[config.mk]
export PLATFORM = sky130hd
export DESIGN_NAME = nsc_host
export DESIGN_NICKNAME = d
export VERILOG_FILES = /design/src/inc/nsc_pkg.sv /design/src/inc/nsc_timer_if.sv /design/src/logic/nsc_host.sv /design/src/logic/nsc_timer.sv
export VERILOG_INCLUDE_DIRS = /design/src /design/src/inc
export SDC_FILE = /design/constraint.sdc
export NUM_CORES = 1
export LEC_CHECK = 0
export BUFFER_PORTS_ARGS = -buffer_cell sky130_fd_sc_hd__clkbuf_2
export CORE_ASPECT_RATIO = 0.8
export CORE_MARGIN = 8
export CORE_UTILIZATION = 41
export CTS_CLUSTER_SIZE = 16
export DETAILED_ROUTE_END_ITERATION = 10
export GPL_TIMING_DRIVEN = 0
export PLACE_DENSITY = 0.73
export SYNTH_ARGS = -nofsm -noshare
export SYNTH_HDL_FRONTEND = slang
export SYNTH_HIERARCHICAL = 1
export SYNTH_SLANG_ARGS = --single-unit
[constraint.sdc]
create_clock -name clk_i -period 3.25 [get_ports clk_i]
set_input_delay 0.65 -clock clk_i [delete_from_list [all_inputs] [get_ports clk_i]]
set_output_delay 0.65 -clock clk_i [all_outputs]
set_load 0.03 [all_outputs]
[src/inc/nsc_regs.svh]
// Timing constants for the nonvolatile SRAM host port controller.
// Assumes a 250 MHz system clock; all counts are in clk_i cycles.
`ifndef NSC_REGS_SVH
`define NSC_REGS_SVH

// Clock period in picoseconds.
`define NSC_CLK_PS 4000
// Least select low time, ns.
`define NSC_SELECT_ACTIVE_MIN_NS 70
// Longest select access time, ns.
`define NSC_SELECT_ACCESS_MAX_NS 70
// Longest gate access time, ns.
`define NSC_GATE_ACCESS_MAX_NS 12
// Longest release time after gate or select high, ns.
`define NSC_RELEASE_MAX_NS 15
// Least time from select low to strobe rise, ns.
`define NSC_SELECT_TO_STROBE_RISE_MIN_NS 70
// Least time before the device drives again after strobe rise, ns.
`define NSC_STROBE_TO_DRIVE_MIN_NS 10
// Least cycle time, ns.
`define NSC_READ_CYCLE_MIN_NS 130
// Least pre-charge time, ns.
`define NSC_PRECHARGE_MIN_NS 60
// Least power-up wait, ms.
`define NSC_POWERUP_WAIT_MIN_MS 10
// Data setup before strobe rise, ns.
`define NSC_DATA_SETUP_MIN_NS 30

// Least times round up to whole cycles; only the read count adds two for the pin synchronizer.
`define NSC_CEIL(ns) (((ns) * 1000 + `NSC_CLK_PS - 1) / `NSC_CLK_PS)
`define NSC_SEL_CYC (`NSC_CEIL(`NSC_SELECT_ACTIVE_MIN_NS))
`define NSC_RD_CYC (`NSC_CEIL(`NSC_SELECT_ACCESS_MAX_NS + 4) + 2)
`define NSC_WR_CYC (`NSC_CEIL(`NSC_SELECT_TO_STROBE_RISE_MIN_NS))
`define NSC_STRB_CYC (`NSC_CEIL(`NSC_DATA_SETUP_MIN_NS))
`define NSC_PC_CYC (`NSC_CEIL(`NSC_PRECHARGE_MIN_NS))
`define NSC_CYC_CYC (`NSC_CEIL(`NSC_READ_CYCLE_MIN_NS))
`define NSC_TA_CYC (`NSC_CEIL(`NSC_RELEASE_MAX_NS))
// Split so the product stays inside 32-bit integer arithmetic.
`define NSC_PU_CYC ((`NSC_POWERUP_WAIT_MIN_MS * 1000000) / (`NSC_CLK_PS / 1000))

`endif

[src/inc/nsc_pkg.sv]
// Types shared by the host port controller and its timer.
// Assumes nothing beyond a SystemVerilog compiler.
package nsc_pkg;
  // Controller sequence states.
  typedef enum logic [2:0] {
    NSC_POWERUP = 3'b000,
    NSC_IDLE = 3'b001,
    NSC_READ = 3'b010,
    NSC_WR_SEL = 3'b011,
    NSC_WR_STRB = 3'b100,
    NSC_TURN = 3'b101,
    NSC_PRECHG = 3'b110
  } nsc_state_t;
  // Cycle count width, wide enough for the power-up wait.
  typedef logic [22:0] nsc_count_t;
endpackage

[src/inc/nsc_timer_if.sv]
// Load and expiry signals between the sequencer and its delay timer.
// Assumes both ends run on the same clock.
`timescale 1ns/1ps
interface nsc_timer_if;
  logic load; // Pulse that starts a new delay.
  nsc_pkg::nsc_count_t count; // Delay length in cycles.
  logic done; // High once the delay has run out.
  modport seq (output load, output count, input done);
  modport tmr (input load, input count, output done);
endinterface

[src/logic/nsc_host.sv]
// Host-side controller for a byte-wide nonvolatile SRAM port.
// Assumes a clockless device on the pins and a user on the same clock.
`timescale 1ns/1ps
`include "nsc_regs.svh"
module nsc_host #(
  parameter int POWERUP_CYCLES = `NSC_PU_CYC
) (
  input wire logic clk_i,
  input wire logic rst_n_i,
  input wire logic en_i,
  input wire logic req_valid_i,
  output logic req_ready_o,
  input wire logic req_write_i,
  input wire logic [14:0] req_addr_i,
  input wire logic [7:0] req_wdata_i,
  output logic rsp_valid_o,
  output logic [7:0] rsp_rdata_o,
  output logic mem_sel_n_o,
  output logic mem_strobe_n_o,
  output logic mem_gate_n_o,
  output logic [14:0] mem_addr_o,
  input wire logic [7:0] mem_data_i,
  output logic [7:0] mem_data_o,
  output logic mem_data_oe_o
);

  ////////////////////////////////////////////////////////////////////////
  // Declarations.
  ////////////////////////////////////////////////////////////////////////
  nsc_timer_if tif (); // Link to the delay timer.
  nsc_pkg::nsc_state_t state; // Current sequencer state.
  nsc_pkg::nsc_state_t next_state; // Next sequencer state.
  nsc_pkg::nsc_count_t cyc; // Cycles since select fell.
  nsc_pkg::nsc_count_t next_cyc; // Next value of cyc.
  logic sel_n; // Select pin level.
  logic next_sel_n; // Next select level.
  logic strobe_n; // Strobe pin level.
  logic next_strobe_n; // Next strobe level.
  logic gate_n; // Gate pin level.
  logic next_gate_n; // Next gate level.
  logic [14:0] addr; // Address held on the pins.
  logic [14:0] next_addr; // Next address.
  logic [7:0] wdata; // Write data held on the pins.
  logic [7:0] next_wdata; // Next write data.
  logic drive; // Host drives the data lines.
  logic next_drive; // Next drive enable.
  logic [7:0] rdata; // Captured read byte.
  logic [7:0] next_rdata; // Next read byte.
  logic rvalid; // Read response pulse.
  logic next_rvalid; // Next response pulse.
  logic [7:0] din_meta; // First synchronizer stage.
  logic [7:0] din_sync; // Second synchronizer stage.
  logic load; // Timer load pulse.
  nsc_pkg::nsc_count_t load_val; // Timer load value.

  ////////////////////////////////////////////////////////////////////////
  // Delay timer.
  ////////////////////////////////////////////////////////////////////////
  assign tif.load = load;
  assign tif.count = load_val;

  // The timer paces every pin phase of the sequence except the one-cycle NSC_TURN step.
  nsc_timer u_timer (
    .clk_i(clk_i),
    .rst_n_i(rst_n_i),
    .en_i(en_i),
    .t(tif.tmr)
  );

  ////////////////////////////////////////////////////////////////////////
  // Data pin synchronizer.
  ////////////////////////////////////////////////////////////////////////
  // The device drives the data pins with no clock, so they pass two stages.
  always_ff @(posedge clk_i or negedge rst_n_i) begin
    if (!rst_n_i) begin
      din_meta <= 8'h00;
      din_sync <= 8'h00;
    end else if (en_i) begin
      din_meta <= mem_data_i;
      din_sync <= din_meta;
    end
  end

  ////////////////////////////////////////////////////////////////////////
  // Sequencer next state.
  ////////////////////////////////////////////////////////////////////////
  // One access at a time: select low, phase wait, select high, pre-charge.
  always_comb begin
    next_state = state;
    next_cyc = cyc;
    next_sel_n = sel_n;
    next_strobe_n = strobe_n;
    next_gate_n = gate_n;
    next_addr = addr;
    next_wdata = wdata;
    next_drive = drive;
    next_rdata = rdata;
    next_rvalid = 1'b0;
    load = 1'b0;
    load_val = '0;
    if (cyc != '1) begin
      next_cyc = cyc + 23'h000001;
    end
    case (state)
      nsc_pkg::NSC_POWERUP: begin
        // Hold every control high until the supply wait ends.
        if (cyc == '0) begin
          // First enabled cycle after reset starts the supply wait.
          load = 1'b1;
          load_val = nsc_nc(POWERUP_CYCLES);
        end else if (tif.done) begin
          next_state = nsc_pkg::NSC_IDLE;
        end
      end
      nsc_pkg::NSC_IDLE: begin
        // Take a request; address and select change on the same clock edge.
        if (req_valid_i) begin
          next_addr = req_addr_i;
          next_wdata = req_wdata_i;
          next_sel_n = 1'b0;
          next_cyc = 23'h000001;
          load = 1'b1;
          if (req_write_i) begin
            // Strobe falls with select: a select-controlled write.
            next_strobe_n = 1'b0;
            next_state = nsc_pkg::NSC_WR_SEL;
            load_val = nsc_nc(`NSC_TA_CYC);
          end else begin
            next_gate_n = 1'b0;
            next_state = nsc_pkg::NSC_READ;
            load_val = nsc_nc(`NSC_RD_CYC);
          end
        end
      end
      nsc_pkg::NSC_READ: begin
        // Sample after access time plus synchronizer delay.
        if (tif.done && cyc >= nsc_nc(`NSC_SEL_CYC)) begin
          next_rdata = din_sync;
          next_rvalid = 1'b1;
          next_sel_n = 1'b1;
          next_gate_n = 1'b1;
          next_state = nsc_pkg::NSC_TURN;
          load = 1'b1;
          load_val = nsc_nc(`NSC_TA_CYC);
        end
      end
      nsc_pkg::NSC_WR_SEL: begin
        // Device drivers are off once the release time has passed.
        if (tif.done) begin
          next_drive = 1'b1;
          next_state = nsc_pkg::NSC_WR_STRB;
          load = 1'b1;
          load_val = nsc_nc(`NSC_STRB_CYC);
        end
      end
      nsc_pkg::NSC_WR_STRB: begin
        // Raise strobe and select together after data setup and 70 ns.
        if (tif.done && cyc >= nsc_nc(`NSC_WR_CYC)) begin
          next_strobe_n = 1'b1;
          next_sel_n = 1'b1;
          next_state = nsc_pkg::NSC_TURN;
          load = 1'b1;
          load_val = nsc_nc(`NSC_STROBE_TO_DRIVE_MIN_NS / 4);
        end
      end
      nsc_pkg::NSC_TURN: begin
        // Release host drivers before the device could drive again.
        next_drive = 1'b0;
        next_state = nsc_pkg::NSC_PRECHG;
        if (!load) begin
          load = 1'b1;
          load_val = nsc_nc(`NSC_PC_CYC - 1);
        end
      end
      nsc_pkg::NSC_PRECHG: begin
        // Select stays high for pre-charge and the full cycle time.
        if (tif.done && cyc >= nsc_nc(`NSC_CYC_CYC)) begin
          next_state = nsc_pkg::NSC_IDLE;
        end
      end
      default: begin
        next_state = nsc_pkg::NSC_IDLE;
        next_sel_n = 1'b1;
        next_strobe_n = 1'b1;
        next_gate_n = 1'b1;
        next_drive = 1'b0;
      end
    endcase
  end

  // Sizes an integer count to the counter width.
  function automatic nsc_pkg::nsc_count_t nsc_nc(input int n);
    nsc_nc = n[22:0];
  endfunction

  ////////////////////////////////////////////////////////////////////////
  // Sequencer registers.
  ////////////////////////////////////////////////////////////////////////
  // Registers only; the enable freezes the whole sequence.
  always_ff @(posedge clk_i or negedge rst_n_i) begin
    if (!rst_n_i) begin
      state <= nsc_pkg::NSC_POWERUP;
      cyc <= '0;
      sel_n <= 1'b1;
      strobe_n <= 1'b1;
      gate_n <= 1'b1;
      addr <= 15'h0000;
      wdata <= 8'h00;
      drive <= 1'b0;
      rdata <= 8'h00;
      rvalid <= 1'b0;
    end else if (en_i) begin
      state <= next_state;
      cyc <= next_cyc;
      sel_n <= next_sel_n;
      strobe_n <= next_strobe_n;
      gate_n <= next_gate_n;
      addr <= next_addr;
      wdata <= next_wdata;
      drive <= next_drive;
      rdata <= next_rdata;
      rvalid <= next_rvalid;
    end
  end

  ////////////////////////////////////////////////////////////////////////
  // Outputs.
  ////////////////////////////////////////////////////////////////////////
  assign req_ready_o = (state == nsc_pkg::NSC_IDLE);
  assign rsp_valid_o = rvalid;
  assign rsp_rdata_o = rdata;
  assign mem_sel_n_o = sel_n;
  assign mem_strobe_n_o = strobe_n;
  assign mem_gate_n_o = gate_n;
  assign mem_addr_o = addr;
  assign mem_data_o = wdata;
  assign mem_data_oe_o = drive;
endmodule // nsc_host

[src/logic/nsc_timer.sv]
// Down-counting delay timer for the host port sequencer.
// Assumes load is a one-cycle pulse from the same clock domain.
`timescale 1ns/1ps
module nsc_timer (
  input wire logic clk_i,
  input wire logic rst_n_i,
  input wire logic en_i,
  nsc_timer_if.tmr t
);
  nsc_pkg::nsc_count_t remain; // Cycles left in the current delay.
  nsc_pkg::nsc_count_t next_remain; // Next value of the counter.

  // Next counter value: reload, count down, or hold at zero.
  always_comb begin
    next_remain = remain;
    if (t.load) begin
      next_remain = t.count;
    end else if (remain != '0) begin
      next_remain = remain - 23'h000001;
    end
  end

  // Register the counter; the enable freezes it.
  always_ff @(posedge clk_i or negedge rst_n_i) begin
    if (!rst_n_i) begin
      remain <= '0;
    end else if (en_i) begin
      remain <= next_remain;
    end
  end

  // The delay is over when the counter is empty; the load is kept out of
  // this term because the sequencer computes its load from done.
  assign t.done = (remain == '0);
endmodule // nsc_timer

==> results of run 1 <==
[critical path, delay by kind of cell, from the launching register on]
kind | cells | cell delay [ns]
DFF | 1 | 0.45
AOI/OAI and AO/OA | 3 | 0.93
buffers and inverters | 1 | 0.15
and+or+nand+nor | 7 | 1.64
[flip-flops by register name, indices dropped and copies added (netlist names)]
signal / count
mem_strobe_n_o: 1
cyc: 23
mem_data_oe_o: 1
din_sync: 8
mem_sel_n_o: 1
din_meta: 8
rsp_rdata_o: 8
rsp_valid_o: 1
state: 3
u_timer/remain: 23
mem_data_o: 8
mem_gate_n_o: 1
mem_addr_o: 15
[cell families (layout without fill, tap and decap cells)]
kind of cell,after synthesis,count (layout),synth area share
multiplexers,28,28,0.0588
XOR/XNOR,20,20,0.0332
flip-flops,101,101,0.479
AND/OR/NAND/NOR,255,255,0.250
buffers and inverters,42,149,0.0315
other,1,10,0.000710
adder cells (fa/ha/maj),8,8,0.0190
AO/OA/AOI/OAI,96,96,0.128
[through the flow]
stage	setup TNS, ns	utilization
after floorplan	0	-
after global placement	-8.54	0.463
after detailed placement	-9.89	0.465
after CTS	-0.0134	0.497
after global routing	-0.928	0.512
final	-0.00563	0.512
[where the power goes]
part / switching (mW) / internal, mW
Clock: 0.581 / 0.564
Sequential: 0.336 / 1.61
Combinational: 1.44 / 0.831
[what timing repair did]
item / 4_1_cts / 5_1_grt
gates resized for setup: 11 / 25
hold buffers: 0 / 0
pin swaps: 3 / 9
setup buffers: 6 / 13
setup endpoints to repair: 23 / 22
gates cloned: 0 / 0
[routing by layer]
metal,GRT usage,vias to the layer above
met5,0,-
met4,0.0530,0
met3,0.0551,17
met2,0.256,177
met1,0.213,2235
li1,-,2185
[path summary, 6_finish.rpt]
check	from	end	slack [ns]	cells past startpoint
setup / recovery	cyc[13]	u_timer/remain[17]	-0.006	11
hold / removal	rst_n_i	din_meta[1]	0.34	1
setup reg to reg	cyc[13]	u_timer/remain[17]	-0.006	11
hold reg to reg	mem_sel_n_o	mem_sel_n_o	0.47	2
max in group asynchronous	rst_n_i	mem_sel_n_o	2.15	2
min in group clk_i	req_wdata_i[3]	mem_data_o[3]	0.47	3
[area by class of cell]
cell class,instances,area share
Timing Repair Buffer,92,0.0824
Clock buffer,9,0.0346
Sequential cell,101,0.389
Clock inverter,7,0.0148
Tap cell,175,0.0336
Multi-Input combinational cell,417,0.418
Buffer,27,0.0196
Inverter,14,0.00807
[placed cells by master (no fill, tap or decap), drive strengths merged, types with 14 or more instances in the layout]
master	count
clkbuf	99
dfrtp	98
nand2	92
nor2	49
buf	29
o21ai	25
mux2	24
xor2	19
a21oi	19
nand3	19
nor3	19
inv	18
nand4	16
nor4	14
==> reports/metrics.cfg, run 1 <==
[logic_synthesis]
ys_top_cells_by_area = dfrtp_1 (46%), nand2_1 (6.5%), mux2_2 (5.1%)
ys_seq_area_frac = 0.479
synth-main-ff-cell = dfrtp_1
synth_edf_count = 0
synth_commonest_cells = dfrtp_1 (98), nand2_1 (92), nor2_1 (49)
synth.most_common_cell = dfrtp_1
syn_inst = 551
synth-async-reset-ratio = 1.00
ys_ff_latch = 101
syn_avg_cell_area_um2 = 9.58
synth.distinct_cells = 72
synth_top_area_frac = 0.464
synth_top_area_cell = dfrtp_1
syn_area_um2 = 5280
yosysWarnings = 6

[sta]
whs_ns = 0.344
grt_setup_unrepaired = true
slew_headroom = 0.189
fin_crit_sh = 1.00
skew_ns = 0.0163
hold_violations = 0
finalSetupViolCount = 1
finalCriticalPeriod_ns = 3.26
fmax_mhz = 307
fin_ws_ns = -0.00563
slew_viol_final = 0
worstMarginPinSlew_ns = 1.21

[place]
gp_congestion = 0.868
numPortBuffers = 72
place_area_um2 = 5930
hpwlAfterDp_um = 9450
place_inst = 808
place_ws_ns = -0.534

[global_route]
antenna_found_initial = 0
first_global_vias = 4702
grt_max_degree = 57
gr-total-overflow = 0
grt_util_all_layers = 0.165
grt_pass1_wl_um = 22900

[clock_tree]
htree_levels = 3
cts_sinks = 101
numCtsBuffers = 9
ctsLongestPathBuffers = 2
cts-root-buf = clkbuf_16
cts.clk_slew.worst_paths_ns = 0.09
cts_tree = yes
clock_latency_ns = 0.36

[detailed_routing]
wl_met3_um = 1040
routed_wirelength_um = 13900
drt-met1-wl_um = 6010
drt-wirelength-per-cell_um = 16.5
num_vias = 4614
firstDrtPassIters = 5
drc = 0
vias_per_cell = 5.48
top_layer = met4
drt.antenna.violating_nets = 0
drt_iter0_drc = 448
dr_wl_met2_um = 6630

[final_layout]
layout-drive-gt1-share = 0.264
stdcell_count = 842
multi_input_area_um2 = 2720
layout.nets = 706
area_growth_pct = 23.3
antenna_cells = 0
seq_area_um2 = 2530
fillers = 1111
final_area_um2 = 6510

[outcome]
outcome = finished with violations
violations = negative setup slack

[power_and_ir_drop]
peakVddDrop_uv = 495
p_total_mw = 5.37
leakagePower_nw = 3.06
power_density_nw_per_um2 = 824

[floorplan]
core_area_um2 = 12700
die_x_um = 143
die_y_um = 118
num_rows = 37
io-pin-count = 73
die_area_um2 = 16800
start_util = 0.415

[worst_setup_path]
cp_cell_sequence = nor4_2 > nand3_2 > o41ai_4 > nand2b_1 > a21oi_2 > nor2_4 > or4_4 > o31a_1 > buf_6 > and4_1 > nor3_2
crit_arrival_ns = 3.53
path_class = flip-flop to flip-flop
end_kind = flip-flop
required_ns = 3.52
critPathMaxFanout = 7
critPathLaunchType = flip-flop
critPathSlowestCell = dfrtp_1
max_stage_delay_ns = 0.45

[run]
cap_violations = 0

[min_path]
hold_class = primary input to async pin

(Power assumes the default switching activity.)
==> run 2, diff against run 1 <==
--- a/config.mk
+++ b/config.mk
@@ -7,13 +7,15 @@
 export NUM_CORES = 1
 export LEC_CHECK = 0
 export BUFFER_PORTS_ARGS = -buffer_cell sky130_fd_sc_hd__clkbuf_2
+export CELL_PAD_IN_SITES_DETAIL_PLACEMENT = 0
+export CELL_PAD_IN_SITES_GLOBAL_PLACEMENT = 1
 export CORE_ASPECT_RATIO = 0.8
 export CORE_MARGIN = 8
-export CORE_UTILIZATION = 41
+export CORE_UTILIZATION = 40
 export CTS_CLUSTER_SIZE = 16
 export DETAILED_ROUTE_END_ITERATION = 10
 export GPL_TIMING_DRIVEN = 0
-export PLACE_DENSITY = 0.73
+export PLACE_DENSITY = 0.87
 export SYNTH_ARGS = -nofsm -noshare
 export SYNTH_HDL_FRONTEND = slang
 export SYNTH_HIERARCHICAL = 1
==> run 2 against run 1 <==
  * The flow still finishes with violations (negative setup slack)
  * Final cell count rose by 0.48%
  * Worst hold slack got worse by 0.066 ns
  * Combinational power barely moved
  * Die area rose by 2.2%
  * Sequential cell count did not move
  * Non-clock buffer count rose by 4
  * Clock power fell by 8%
  * Via count fell by 1.3%
  * Clock-buffer cell count did not move
  * Sequential share of layout area rose by 0.13 points
==> reports/metrics.cfg, run 2 (synthesis gave the netlist of run 1 again) <==
[outcome]
outcome = finished with violations  ; unchanged
violations = negative setup slack  ; unchanged

[global_route]
antenna_found_initial = 0  ; unchanged
first_global_vias = 4681  ; was 4702
gr-total-overflow = 0  ; unchanged
grt_max_degree = 67  ; was 57
grt_pass1_wl_um = 22700  ; was 22900 µm
grt_util_all_layers = 0.162  ; was 0.165

[run]
cap_violations = 0  ; unchanged

[worst_setup_path]
path_class = flip-flop to flip-flop  ; unchanged
required_ns = 3.52  ; about the same
max_stage_delay_ns = 0.45  ; about the same
crit_arrival_ns = 3.55  ; was 3.53 ns
cp_cell_sequence = ha_4 > o41ai_4 > nand3_1 > o41ai_4 > nand2b_1 > a21oi_2 > nor2_1 > buf_4 > or4_4 > o31a_1 > buf_4 > and4_1 > nor3_2  ; was nor4_2 > nand3_2 > o41ai_4 > nand2b_1 > a21oi_2 > nor2_4 > or4_4 > o31a_1 > buf_6 > and4_1 > nor3_2
critPathMaxFanout = 6  ; was 7
end_kind = flip-flop  ; unchanged
r2r.worst_path.cells = 13  ; was 11
critPathSlowestCell = dfrtp_2  ; was dfrtp_1
critPathLaunchType = flip-flop  ; unchanged

[final_layout]
final_common_cell = dfrtp_1  ; unchanged
stdcell_count = 846  ; was 842
antenna_cells = 0  ; unchanged
layout.nets = 710  ; was 706
final_area_um2 = 6490  ; was 6510 µm²
layout-drive-gt1-share = 0.265  ; was 0.264
area_growth_pct = 22.9  ; was 23.3%
layout_common_cells = dfrtp_1 (97), nand2_1 (92), clkbuf_2 (73), nor2_1 (48), buf_4 (25)  ; was dfrtp_1 (97), nand2_1 (92), clkbuf_2 (73), nor2_1 (47), mux2_2 (24)

[detailed_routing]
firstDrtPassIters = 5  ; unchanged
drt.antenna.violating_nets = 0  ; unchanged
drc = 0  ; unchanged
drt-wirelength-per-cell_um = 15.9  ; was 16.5 µm
drt_iter0_drc = 283  ; was 448
num_vias = 4553  ; was 4614
vias_per_cell = 5.38  ; was 5.48
routed_wirelength_um = 13500  ; was 13900 µm

[power_and_ir_drop]
peakVddDrop_uv = 506  ; was 495 µV
power_frac_clock = 0.201  ; was 0.213
switching_share = 0.433  ; was 0.440
comb_power_share = 0.431  ; was 0.424
intPower_mw = 3.00  ; was 3.01 mW
leakagePower_nw = 3.06  ; about the same
switching_power_mw = 2.29  ; was 2.36 mW
seqPwrFrac = 0.368  ; was 0.363
power_density_nw_per_um2 = 815  ; was 824 nW/µm²

[floorplan]
start_util = 0.410  ; was 0.415
io-pin-count = 73  ; unchanged
num_rows = 37  ; unchanged
die_x_um = 144  ; was 143 µm
die_area_um2 = 17200  ; was 16800 µm²
core_area_um2 = 12900  ; was 12700 µm²
die_y_um = 119  ; was 118 µm

[place]
hpwlAfterDp_um = 9560  ; was 9450 µm
place_area_um2 = 5930  ; unchanged
gp_congestion = 0.799  ; was 0.868
numPortBuffers = 72  ; unchanged
place_inst = 808  ; unchanged

[clock_tree]
ctsHoldBuffers = 0  ; unchanged
numCtsBuffers = 9  ; unchanged
ctsLongestPathBuffers = 2  ; unchanged
cts_tree = yes  ; unchanged
clock_latency_ns = 0.36  ; about the same
cts-root-buf = clkbuf_16  ; unchanged
cts_sinks = 101  ; unchanged
htree_levels = 3  ; unchanged
cts.clk_slew.worst_paths_ns = 0.07  ; was 0.09 ns

[sta]
finalSetupViolCount = 1  ; unchanged
hold_violations = 0  ; unchanged
fin_crit_sh = 1.01  ; was 1.00
fmax_mhz = 305  ; was 307 MHz
fin_ws_ns = -0.0304  ; was -0.00563 ns
slew_headroom = 0.176  ; was 0.189
grt_setup_unrepaired = true  ; unchanged
skew_ns = 0.0141  ; was 0.0163 ns
finalCriticalPeriod_ns = 3.28  ; was 3.26 ns
worstMarginPinSlew_ns = 1.23  ; was 1.21 ns
slew_viol_final = 0  ; unchanged
final.setup.tns_ns = -0.0304  ; was -0.00563 ns

[min_path]
hold_class = primary input to async pin  ; unchanged

run 2: repair_timing:
action,4_1_cts,5_1_grt
endpoints found under the setup margin,23,22
endpoints found under the hold margin,0,0
pin swaps,3,12
resized for setup,14,21
cloned,1,0
buffers inserted,8,14
run 2: critical path, delay by kind of cell, from the launching register on:
family / cells / cell delay, ns
AO/OA/AOI/OAI: 4 / 1.13
adder cells (fa/ha/maj): 1 / 0.18
buffers and inverters: 2 / 0.32
flip-flops: 1 / 0.45
AND/OR/NAND/NOR: 6 / 1.13
run 2: power groups by stage:
stage          registers, mW  logic, mW  clock network (mW)
6_report                1.95       2.28                1.06
5_1_grt                 2.00       2.52                1.14
4_1_cts                 1.93       2.16                1.10
3_5_place_dp            1.95       2.09                   0
3_3_place_gp            1.92       2.04                   0
2_1_floorplan           2.18       1.25                   0
run 2: per-layer routing:
| metal | vias up | global-route usage | share of wire | wire length [µm] |
|---|---|---|---|---|
| li1 | 2190 | - | - | - |
| met1 | 2216 | 0.202 | 0.45 | 6040 |
| met2 | 133 | 0.260 | 0.48 | 6440 |
| met3 | 14 | 0.0467 | 0.060 | 813 |
| met4 | 0 | 0.0591 | 0.013 | 173 |
| met5 | - | 0 | 0 | 0 |
run 2: final timing paths:
check	start	to	slack, ns
setup / recovery	cyc[1]	u_timer/remain[17]	-0.03
max in group asynchronous	rst_n_i	mem_gate_n_o	2.24
hold reg to reg	mem_sel_n_o	mem_sel_n_o	0.47
setup reg to reg	cyc[1]	u_timer/remain[17]	-0.03
hold / removal	rst_n_i	din_sync[6]	0.28
min in group clk_i	mem_sel_n_o	mem_sel_n_o	0.47
run 2: layout make-up:
cell class              count  area, µm²
repair buffers             96        563
flip-flops and latches    101       2530
well taps                 175        219
clock buffers               9        225
inverters                  14       52.6
plain buffers              27        125
multi-input cells         417       2710
fillers                  1240       6380
clock inverters             7       65.1
run 2: stage by stage:
step	power (mW)	hold WS (ns)	util	setup slack [ns]
3_3_place_gp	3.96	0.454	0.458	-0.534
5_1_grt	5.66	0.310	0.504	-0.171
4_1_cts	5.19	0.288	0.492	0.0176
3_5_place_dp	4.04	0.455	0.460	-0.541
6_report	5.29	0.277	0.504	-0.0304
2_1_floorplan	3.42	0.354	-	0.0384
